[src/hdl/cwb_pkg.sv]
// Constants, types and register map of the complementary waveform bridge.
package cwb_pkg;

    // ********************************************************
    // Register offsets (byte addresses on APB)
    // ********************************************************
    localparam logic [7:0] OFS_MODE     = 8'h00;
    localparam logic [7:0] OFS_POLARITY = 8'h04;
    localparam logic [7:0] OFS_INSEL    = 8'h08;
    localparam logic [7:0] OFS_SDCTRL   = 8'h0C;
    localparam logic [7:0] OFS_SDSRC    = 8'h10;
    localparam logic [7:0] OFS_SDOVR    = 8'h14;
    localparam logic [7:0] OFS_DBRISE   = 8'h18;
    localparam logic [7:0] OFS_DBFALL   = 8'h1C;
    localparam logic [7:0] OFS_CLKSEL   = 8'h20;
    localparam logic [7:0] OFS_STEER    = 8'h24;
    localparam logic [7:0] OFS_STATUS   = 8'h28;

    // ********************************************************
    // Field positions and widths
    // ********************************************************
    localparam int EN_BIT     = 7;
    localparam int SHDN_BIT   = 7;
    localparam int REN_BIT    = 6;
    localparam int DB_W       = 6;
    localparam int OVR_BD_LSB = 2;

    // ********************************************************
    // Mode encodings and reset values
    // ********************************************************
    localparam logic [2:0] MODE_FWD   = 3'h2;
    localparam logic [2:0] MODE_REV   = 3'h3;
    localparam logic [2:0] MODE_RESET = 3'h0;
    localparam logic [31:0] RD_ZERO   = 32'h0000_0000;

    typedef enum logic [1:0] {
        ST_OFF  = 2'b00,
        ST_SHUT = 2'b01,
        ST_RUN  = 2'b10,
        ST_DEAD = 2'b11
    } gen_state_type;

    // Software configuration carried as one group.
    typedef struct packed {
        logic [2:0]      mode;
        logic            en;
        logic [3:0]      inv;
        logic [4:0]      isel;
        logic [3:0]      steer;
        logic [1:0]      ovr_ac;
        logic [1:0]      ovr_bd;
        logic            ren;
        logic [3:0]      src_en;
        logic [DB_W-1:0] dbr;
        logic [DB_W-1:0] dbf;
        logic            clksel;
    } cfg_type;

    localparam cfg_type CFG_RESET = '{
        mode: MODE_RESET, en: 1'b0, inv: 4'h0, isel: 5'h00,
        steer: 4'h0, ovr_ac: 2'h0, ovr_bd: 2'h0, ren: 1'b0,
        src_en: 4'h0, dbr: 6'h00, dbf: 6'h00, clksel: 1'b0
    };

endpackage : cwb_pkg

[src/hdl/complementary_waveform_bridge.sv]
// Four-channel bridge waveform generator with APB registers.
//
// Summary of operation
// Forward bridge: A active, B/C idle, D modulated.
// Reverse bridge: C active, A/D idle, B modulated.
// Dead band inserted on every direction change; here only on a change while running, not on one made during shutdown.
// Steering ignored in both full-bridge modes.
// Direction bit may flip while enabled.
// Keeps running in sleep on its own clock.
// Fast oscillator kept alive when enabled, active, selected.
// Sleep idles processor, generator keeps running.
// Software clears enable before changing setup.
// Enable starts from shutdown with programmed overrides.
// Auto-restart clears shutdown, else software clears.
// Software sets sources, dead times, clock first.
// Pins stay inputs until module enabled.
// Dead band counted in generator clock cycles.
//
// The APB register port and the address map were decided locally.
`timescale 1ns/1ns
module complementary_waveform_bridge
    import cwb_pkg::*;
(
    input  wire logic        pclk,
    input  wire logic        presetn,
    input  wire logic        psel,
    input  wire logic        penable,
    input  wire logic        pwrite,
    input  wire logic [7:0]  paddr,
    input  wire logic [31:0] pwdata,
    output logic [31:0]      prdata,
    output logic             pready,
    output logic             pslverr,
    input  wire logic [31:0] src_in,
    input  wire logic [31:0] src_active,
    input  wire logic [3:0]  shutdown_in,
    input  wire logic        sleep_req,
    output logic [3:0]       bridge_out,
    output logic             fast_osc_keep,
    output logic             cpu_idle
);

    // ********************************************************
    // State
    // ********************************************************
    typedef struct packed {
        cfg_type         cfg;
        logic            shdn;
        logic            dir;
        gen_state_type   state;
        logic [3:0]      outs;
        logic            keep;
        logic            idle;
        logic [31:0]     rdata;
    } core_state_type;

    core_state_type s_reg;
    core_state_type s_next;

    logic            wr_take;
    logic            rd_setup;
    logic            sel_in;
    logic            sel_act;
    logic            sd_any;
    logic            flip;
    logic            db_load;
    logic [DB_W-1:0] db_value;
    logic            db_busy;
    logic [DB_W-1:0] db_count;

    // ********************************************************
    // Functions
    // ********************************************************
    function automatic logic is_bridge(input logic [2:0] m);
        is_bridge = (m == MODE_FWD) || (m == MODE_REV);
    endfunction : is_bridge

    function automatic logic addr_hit(input logic [7:0] a);
        addr_hit = (a <= OFS_STATUS) && (a[1:0] == 2'b00);
    endfunction : addr_hit

    // Override code 1x forces bit 0 onto the pin; 0x leaves it idle.
    function automatic logic ovr_pin(input logic [1:0] o,
                                     input logic inv);
        ovr_pin = o[1] ? o[0] : inv;
    endfunction : ovr_pin

    // ********************************************************
    // APB slave
    // ********************************************************
    assign pready   = 1'b1;
    assign pslverr  = psel && penable && !addr_hit(paddr);
    assign wr_take  = psel && penable && pwrite && pready;
    assign rd_setup = psel && !penable && !pwrite;
    assign prdata   = s_reg.rdata;

    assign sel_in   = src_in[s_reg.cfg.isel];
    assign sel_act  = src_active[s_reg.cfg.isel];
    assign sd_any   = |(s_reg.cfg.src_en & shutdown_in);

    // Direction change seen while driving a full bridge.
    assign flip = (s_reg.state == ST_RUN)
                  && s_reg.cfg.en && !s_reg.shdn
                  && is_bridge(s_reg.cfg.mode)
                  && (s_reg.cfg.mode[0] != s_reg.dir);
    assign db_load  = flip;
    // Toward reverse uses the rising time, toward forward the falling.
    assign db_value = s_reg.cfg.mode[0] ? s_reg.cfg.dbr
                                        : s_reg.cfg.dbf;

    dead_band_timer u_dead_band (
        .pclk       (pclk),
        .presetn    (presetn),
        .load       (db_load),
        .load_value (db_value),
        .busy       (db_busy),
        .count      (db_count)
    );

    // ********************************************************
    // Next-state logic
    // ********************************************************
    always_comb begin
        logic [3:0] raw;
        raw    = 4'h0;
        s_next = s_reg;

        // Setup is accepted at any time; keeping it stable while
        // enabled is left to software.
        if (wr_take) begin
            case (paddr)
                OFS_MODE: begin
                    s_next.cfg.mode = pwdata[2:0];
                    s_next.cfg.en   = pwdata[EN_BIT];
                end
                OFS_POLARITY: s_next.cfg.inv    = pwdata[3:0];
                OFS_INSEL:    s_next.cfg.isel   = pwdata[4:0];
                OFS_SDCTRL: begin
                    s_next.shdn    = pwdata[SHDN_BIT];
                    s_next.cfg.ren = pwdata[REN_BIT];
                end
                OFS_SDSRC:    s_next.cfg.src_en = pwdata[3:0];
                OFS_SDOVR: begin
                    s_next.cfg.ovr_ac = pwdata[1:0];
                    s_next.cfg.ovr_bd = pwdata[OVR_BD_LSB+1:OVR_BD_LSB];
                end
                OFS_DBRISE:   s_next.cfg.dbr    = pwdata[DB_W-1:0];
                OFS_DBFALL:   s_next.cfg.dbf    = pwdata[DB_W-1:0];
                OFS_CLKSEL:   s_next.cfg.clksel = pwdata[0];
                OFS_STEER:    s_next.cfg.steer  = pwdata[3:0];
                default: begin
                end
            endcase
        end

        // Auto-restart clears only once every enabled shutdown source is quiet.
        if (s_reg.cfg.ren && s_reg.shdn && !sd_any) begin
            s_next.shdn = 1'b0;
        end
        // Hardware set wins over any clear in the same cycle.
        if ((s_next.cfg.en && !s_reg.cfg.en)
            || (s_reg.cfg.en && sd_any)) begin
            s_next.shdn = 1'b1;
        end

        case (s_reg.state)
            ST_OFF: begin
                if (s_reg.cfg.en) begin
                    s_next.state = ST_SHUT;
                end
            end
            ST_SHUT: begin
                if (!s_reg.cfg.en) begin
                    s_next.state = ST_OFF;
                end else if (!s_reg.shdn) begin
                    s_next.state = ST_RUN;
                    s_next.dir   = s_reg.cfg.mode[0];
                end
            end
            ST_RUN: begin
                if (!s_reg.cfg.en) begin
                    s_next.state = ST_OFF;
                end else if (s_reg.shdn) begin
                    s_next.state = ST_SHUT;
                end else if (flip) begin
                    s_next.state = ST_DEAD;
                    s_next.dir   = s_reg.cfg.mode[0];
                end
            end
            ST_DEAD: begin
                if (!s_reg.cfg.en) begin
                    s_next.state = ST_OFF;
                end else if (s_reg.shdn) begin
                    s_next.state = ST_SHUT;
                end else if (!db_busy) begin
                    s_next.state = ST_RUN;
                end
            end
            default: s_next.state = ST_OFF;
        endcase

        // Logical drive: bit set means the channel is active.
        if (s_reg.state == ST_RUN && is_bridge(s_reg.cfg.mode)) begin
            if (!s_reg.dir) begin
                raw = {sel_in, 1'b0, 1'b0, 1'b1};
            end else begin
                raw = {1'b0, 1'b1, sel_in, 1'b0};
            end
        end else if (s_reg.state == ST_RUN) begin
            raw = s_reg.cfg.steer & {4{sel_in}};
        end

        if (s_reg.state == ST_SHUT) begin
            s_next.outs[0] = ovr_pin(s_reg.cfg.ovr_ac, s_reg.cfg.inv[0]);
            s_next.outs[2] = ovr_pin(s_reg.cfg.ovr_ac, s_reg.cfg.inv[2]);
            s_next.outs[1] = ovr_pin(s_reg.cfg.ovr_bd, s_reg.cfg.inv[1]);
            s_next.outs[3] = ovr_pin(s_reg.cfg.ovr_bd, s_reg.cfg.inv[3]);
        end else begin
            // Off and dead band both rest at the idle level.
            s_next.outs = raw ^ s_reg.cfg.inv;
        end

        // Sleep never gates the generator path itself.
        s_next.keep = s_reg.cfg.en && sel_act
                      && s_reg.cfg.clksel;
        s_next.idle = sleep_req;

        if (rd_setup) begin
            case (paddr)
                OFS_MODE:     s_next.rdata = {24'h00_0000,
                                  s_reg.cfg.en, 4'h0, s_reg.cfg.mode};
                OFS_POLARITY: s_next.rdata = {28'h000_0000,
                                              s_reg.cfg.inv};
                OFS_INSEL:    s_next.rdata = {27'h000_0000,
                                              s_reg.cfg.isel};
                OFS_SDCTRL:   s_next.rdata = {24'h00_0000, s_reg.shdn,
                                              s_reg.cfg.ren, 6'h00};
                OFS_SDSRC:    s_next.rdata = {28'h000_0000,
                                              s_reg.cfg.src_en};
                OFS_SDOVR:    s_next.rdata = {28'h000_0000,
                                  s_reg.cfg.ovr_bd, s_reg.cfg.ovr_ac};
                OFS_DBRISE:   s_next.rdata = {26'h000_0000,
                                              s_reg.cfg.dbr};
                OFS_DBFALL:   s_next.rdata = {26'h000_0000,
                                              s_reg.cfg.dbf};
                OFS_CLKSEL:   s_next.rdata = {31'h0000_0000,
                                              s_reg.cfg.clksel};
                OFS_STEER:    s_next.rdata = {28'h000_0000,
                                              s_reg.cfg.steer};
                OFS_STATUS:   s_next.rdata = {23'h00_0000,
                                  s_reg.keep, s_reg.outs,
                                  s_reg.dir, s_reg.state, s_reg.shdn};
                default:      s_next.rdata = RD_ZERO;
            endcase
        end
    end

    always_ff @(posedge pclk or negedge presetn) begin
        if (!presetn) begin
            s_reg       <= '0;
            s_reg.cfg   <= CFG_RESET;
            s_reg.state <= ST_OFF;
        end else begin
            s_reg <= s_next;
        end
    end

    assign bridge_out    = s_reg.outs;
    assign fast_osc_keep = s_reg.keep;
    assign cpu_idle      = s_reg.idle;
endmodule : complementary_waveform_bridge

[src/hdl/dead_band_timer.sv]
// Down-counter that times one dead-band interval.
`timescale 1ns/1ns
module dead_band_timer
    import cwb_pkg::*;
(
    input  wire logic            pclk,
    input  wire logic            presetn,
    input  wire logic            load,
    input  wire logic [DB_W-1:0] load_value,
    output logic                 busy,
    output logic [DB_W-1:0]      count
);

    typedef struct packed {
        logic [DB_W-1:0] cnt;
    } timer_state_type;

    timer_state_type t_reg;
    timer_state_type t_next;

    // One count per generator clock cycle.
    always_comb begin
        t_next = t_reg;
        if (load) begin
            t_next.cnt = load_value;
        end else if (t_reg.cnt != '0) begin
            t_next.cnt = t_reg.cnt - 1'b1;
        end
    end

    always_ff @(posedge pclk or negedge presetn) begin
        if (!presetn) begin
            t_reg <= '0;
        end else begin
            t_reg <= t_next;
        end
    end

    assign busy  = (t_reg.cnt != '0);
    assign count = t_reg.cnt;

endmodule : dead_band_timer

[config.mk]
export PLATFORM = sky130hd
export DESIGN_NAME = complementary_waveform_bridge
export DESIGN_NICKNAME = d
export VERILOG_FILES = /design/src/hdl/cwb_pkg.sv /design/src/hdl/complementary_waveform_bridge.sv /design/src/hdl/dead_band_timer.sv
export SDC_FILE = /design/constraint.sdc
export NUM_CORES = 1
export LEC_CHECK = 0
export BUFFER_PORTS_ARGS = -buffer_cell sky130_fd_sc_hd__clkbuf_2
export CAP_MARGIN = 20
export CORE_MARGIN = 2
export CORE_UTILIZATION = 45
export CTS_BUF_LIST = sky130_fd_sc_hd__clkbuf_4 sky130_fd_sc_hd__clkbuf_8 sky130_fd_sc_hd__clkbuf_16
export CTS_CLUSTER_SIZE = 14
export DETAILED_ROUTE_END_ITERATION = 12
export MAX_ROUTING_LAYER = met4
export PLACE_DENSITY = 0.75
export SKIP_LAST_GASP = 1
export SLEW_MARGIN = 20
export SYNTH_ARGS = -nofsm -noshare
export SYNTH_HDL_FRONTEND = slang
export SYNTH_SLANG_ARGS = --single-unit
export TNS_END_PERCENT = 1
[constraint.sdc]
create_clock -name pclk -period 2.3 [get_ports pclk]
set_input_delay 0.69 -clock pclk [delete_from_list [all_inputs] [get_ports pclk]]
set_output_delay 0.69 -clock pclk [all_outputs]
set_load 0.01 [all_outputs]
# Yosys cells after proc, flatten, opt, wreduce, memory -nomap -nowiden
# Index checks and enable logic that the tools add are counted.
# word_totals
input_bits	114
out_inout_bits	40
word_cells	142
ff_bits	87
# classes
n_addsub	1
reduce_logical	47
mux	44
n_bitwise	3
order_cmp	2
eq_ne	25
# ops
op	n
9-bit one-hot mux with 11 select lines	1
37-bit 2-to-1 mux	1
8-bit by 5-bit equality test with 1-bit output, second input constant	4
4-bit 2-to-1 mux	8
6-bit 2-to-1 mux	5
8-bit by 6-bit equality test with 1-bit output, second input constant	3
2-bit AND reduction	11
1-bit logical AND	17
8-bit by 4-bit equality test with 1-bit output, second input constant	2
1-bit 2-to-1 mux	15
2-bit 2-to-1 mux	7
2-bit inequality test, second input constant	6
1-bit binary-select mux with 5-bit select	2
4-bit bitwise AND	2
8-bit by 3-bit equality test with 1-bit output, second input constant	1
8-bit by 6-bit <= comparator with 1-bit output, second input constant	1
8-bit zero test	1
4-bit inequality test, second input constant	2
2-bit one-hot mux with 4 select lines	1
3-bit by 2-bit equality test with 1-bit output, second input constant	2
1-bit zero test	6
5-bit by 6-bit < comparator with 1-bit output, second input constant	1
3-bit 2-to-1 mux	2
6-bit AND reduction	1
15 further kinds	20

# Depth between registers and ports, before layout
# depth
word_depth	9
mapped_depth	7
depth_no_buf	6

# By module
# Synthesis repeated with hierarchy kept, for this count alone.
# hier_totals
hier_cells	392
hier_area_um2	4139.0
# modules_own_cells
mod	n_inst	seq_area_each_um2	cells_each	area_per_inst_um2
complementary_waveform_bridge	1	1451.4	352	3754.9
dead_band_timer	1	150.1	40	384.1

# Least setup slack after synthesis
# No wires, ideal clock.
# synth_timing
path_type	input -> register
startpoint	input port paddr[5]
endpoint	register s_reg[43] (netlist name)
t_required_ns	2.175
stages	5
arrival_time_ns	2.436
slack_ns	-0.261
path_buffers	1
setup_ns	0.125
cell_sequence	clkbuf_1 > nor4b_2 > nand2_1 > nor3_1 > mux2_2
# synth_between
elab_chain_len	2
# synth_rtl
element	line_no	text
from (decl)	complementary_waveform_bridge.sv:29	input wire logic [7:0] paddr,
8-bit by 5-bit equality test with 1-bit output	complementary_waveform_bridge.sv:131	case (paddr)
2-bit AND reduction (no line)	n/a	
to (signal assigned)	complementary_waveform_bridge.sv:264	s_reg <= s_next;
to (decl)	complementary_waveform_bridge.sv:57	core_state_type s_reg;
# No other way between the ends.
# A chain may end at the register's enable or synchronous reset.

==> run summary <==
Critical path class: reg2reg. After the flow finishes, the layout carries non-filler instances totaling 635. The initialized floorplan defines 35 standard-cell rows. The wire length of the first global-routing pass is 17,700 microns. Proportion of netlist area held by the largest area contributor: 0.382.

The relative max-transition margin came out at 0.629. The first routing iteration left 159 violations. The maximum clock skew at final layout came out at 0.0196 ns. Entering global routing, the biggest net connects 65 pins. Sorting the synthesized cells by area gives the leading types as sky130_fd_sc_hd__dfrtp_1, sky130_fd_sc_hd__mux2_2, sky130_fd_sc_hd__mux4_2, sky130_fd_sc_hd__buf_4, sky130_fd_sc_hd__mux2i_1. Detailed routing inserted a total of 3,612 vias. The run gives 0.01 ns as the worst setup slack for register-to-register paths.

The total overflow left after global routing is 0. The commonest cells after synthesis are sky130_fd_sc_hd__dfrtp_1, sky130_fd_sc_hd__mux2_2, sky130_fd_sc_hd__buf_4, sky130_fd_sc_hd__nor2_1. The async set-or-reset flop fraction in the synthesized netlist works out to 1.00. In this run the critical register-to-register path is captured at bridge_out[1]. At the worst endpoint, the required time is 2.58 ns. After detailed placement, the total cell area comes to 4880 sq um.

Startpoint of the worst setup timing path: s_reg[69]. Routability-driven placement finished with a final weighted congestion of 0.964. The predominant post-synthesis flop cell is sky130_fd_sc_hd__dfrtp_1. The detailed-placement wirelength estimate was 8750 microns. The number of placed instances, taps included was 614; the number of cell instances on the worst register-to-register path was 6. The power per unit of standard cell area was 522 nW/um^2. Launching point of the worst reg2reg path: s_reg[69]. Most repeated cell in the gate-level netlist after synthesis: sky130_fd_sc_hd__dfrtp_1. The register with the most flip-flops in the layout has 43 of them. For the number of slew-limit violations in the final report, the log shows 0. In the final layout, flip-flops and latches occupy 1600 sq um.

Once detail routing completed, the nets flagged for antenna violations numbered 0. The instance count of the mapped netlist is 395, and the number of maximum-capacitance constraint violations is 0. The layout has 792 filler cells. Counting flops with a built-in enable in the synthesized netlist gives 0.

The part of the cycle the worst path needs works out to 0.995. Counting along the longest clock path gives a buffer depth of 2. The tools report the number of antenna violations at the first check in global routing as 0. With fillers left out, the area of the finished cells amounts to 5180 sq um. The I/O pin total is 154.

The post-route DRC violation count is 0. Static timing analysis puts the maximum clock frequency at 0.437 GHz. The synthesized design spends more area on one cell type than any other, namely sky130_fd_sc_hd__dfrtp_1.

The run finished with clean final reports. Synthesis inferred 64 register bits. Setup violations remaining at the end of the flow were counted as 0.

The number of different library cells in the post-synthesis netlist is 50, and the antenna diode instance count is 0. The floorplan step defined a die boundary enclosing 10,100 sq um. Measured along the y axis, the die boundary spans 101 microns. Overall track demand over capacity in global routing: 0.236.

The tools report the clock tree root driver cell as sky130_fd_sc_hd__clkbuf_8. TritonCTS built the clock tree. The tools report the worst voltage drop across the vdd grid as 0.232 mV.

For the pin with the worst max-slew slack, the measured transition is 0.555 ns. The effective utilization at floorplan was 0.458; the number of I/O port buffers was 105. The post-detailed-routing wire length was 11,300 microns. In this run the worst path has a maximum fanout of 6. The number of nets at the end of the flow is 635. The H-tree was split into 3 levels. STA classifies the critical path startpoint as a flip-flop. The via count normalized by instance count was 5.69. The critical path ends at bridge_out[1].

The mean instance size in the synthesized netlist works out to 10.6 sq um. The tools report the critical path arrival as 2.57 ns. Die width: 101 microns. The warning count from the yosys run came out at 0. The area of the placeable core is 9150 sq um.

The proportion of layout cells with a drive suffix above 1 was 0.431. The worst setup path is captured at a flip-flop. Before antenna repair, the detailed router went through 5 iterations.

The register area share after synthesis came out at 0.382. The tools report the number of hold violations in the final report as 0. The worst hold path belongs to the class in2async. The worst path needs 2.29 ns of the cycle, external delays included. The logs give 2330 sq um for the footprint of the multi-input gates and 0.35 ns for the clock latency of the later-clocked register in the worst-skew pair. For the via count of the first global-routing pass, the log shows 3,498. The average wire per standard cell is 17.8 microns. The leakage dissipation came out at 2.41 nW. Setup repair after global routing could not meet its margin everywhere. In this run, CTS created clock tree buffers numbering 9.

The cell area after synthesis was 4190 sq um; the total chip power was 2.70 mW. Compared with the post-synthesis result, the final layout area differs by 23.5%. The post-CTS clock slew at the launch and capture registers of the worst setup and hold paths is 0.07 ns, and the clock sink count is 64.
layout make-up:
type,instances,area share
clock buffers,12,0.0307
clock inverters,4,0.0147
inverters,4,0.00290
multi-input cells,296,0.450
flip-flops and latches,64,0.310
well taps,111,0.0268
repair buffers,144,0.165
stage by stage:
stage                util  setup WS [ns]  hold slack (ns)  TNS [ns]
finish              0.566         0.0110            0.346         0
global route        0.566        -0.0318            0.383   -0.0621
CTS                 0.562        0.00291            0.358         0
detailed placement  0.533         -0.193            0.507    -0.624
global placement    0.533         -0.137            0.486    -0.366
floorplan               -        -0.0935            0.394    -0.918
worst min path at each step:
| stage | from | endpoint | slack (ns) |
|---|---|---|---|
| floorplan | presetn | bridge_out[0] | 0.39 |
| global route | presetn | fast_osc_keep | 0.38 |
| CTS | presetn | fast_osc_keep | 0.36 |
| detailed placement | fast_osc_keep | prdata[8] | 0.51 |
| global placement | fast_osc_keep | prdata[8] | 0.49 |
| finish | presetn | fast_osc_keep | 0.35 |
where the power goes:
part,switching (mW),total [mW],internal (mW)
clock,0.454,1.14,0.684
combinational,0.192,0.371,0.179
sequential,0.0266,1.19,1.16
logic make-up (layout without fill, tap and decap cells):
family / Yosys count / after routing / synth area share
adder cells (fa/ha/maj): 2 / 2 / 0.00597
AO/OA/AOI/OAI: 66 / 66 / 0.108
AND/OR/NAND/NOR: 113 / 113 / 0.139
other: 2 / 24 / 0.00179
flip-flops: 64 / 64 / 0.382
buffers and inverters: 57 / 164 / 0.0904
XOR/XNOR: 6 / 6 / 0.0125
multiplexers: 85 / 85 / 0.261
layer usage:
layer  routed length [microns]  up-vias  global-route usage  part of all wire
met5                         0        -                   -                 0
met4                       318        0              0.0906             0.028
met3                       727       23              0.0374             0.064
met2                      5430      173               0.379              0.48
met1                      4830     1745               0.303              0.43
li1                          -     1671                   -                 -
cells in the final DEF (no fill, tap or decap), drive strengths merged, types with 7 or more instances in the layout:
cell    synthesis  final
mux4           15     15
and3            7      7
nand3          12     12
buf            42     39
nor2           28     28
mux2           43     43
mux2i          27     27
a22oi          12     12
o21ai          11     11
dfrtp          64     64
nand2          27     27
nor3            8      8
a21oi           8      8
clkbuf         11    117
conb            2     24
a31oi           7      7
worst max-delay path, cell delays in order, from the launching register on:
cell and delay (ns):
sky130_fd_sc_hd__dfrtp_2 0.43, sky130_fd_sc_hd__buf_12 0.14, sky130_fd_sc_hd__mux2i_1 0.11, sky130_fd_sc_hd__mux4_2 0.50
sky130_fd_sc_hd__a221o_1 0.43, sky130_fd_sc_hd__or4b_1 0.52, sky130_fd_sc_hd__nand3_1 0.10
what timing repair did:
action | 4_1_cts | 5_1_grt
pin swaps | 1 | 4
setup buffers | 3 | 2
gates resized for setup | 2 | 4
endpoints found under the hold margin | 0 | 0
endpoints found under the setup margin | 4 | 5
hold buffers | 0 | 0
Note: power is estimated with default switching activity, not from simulation.
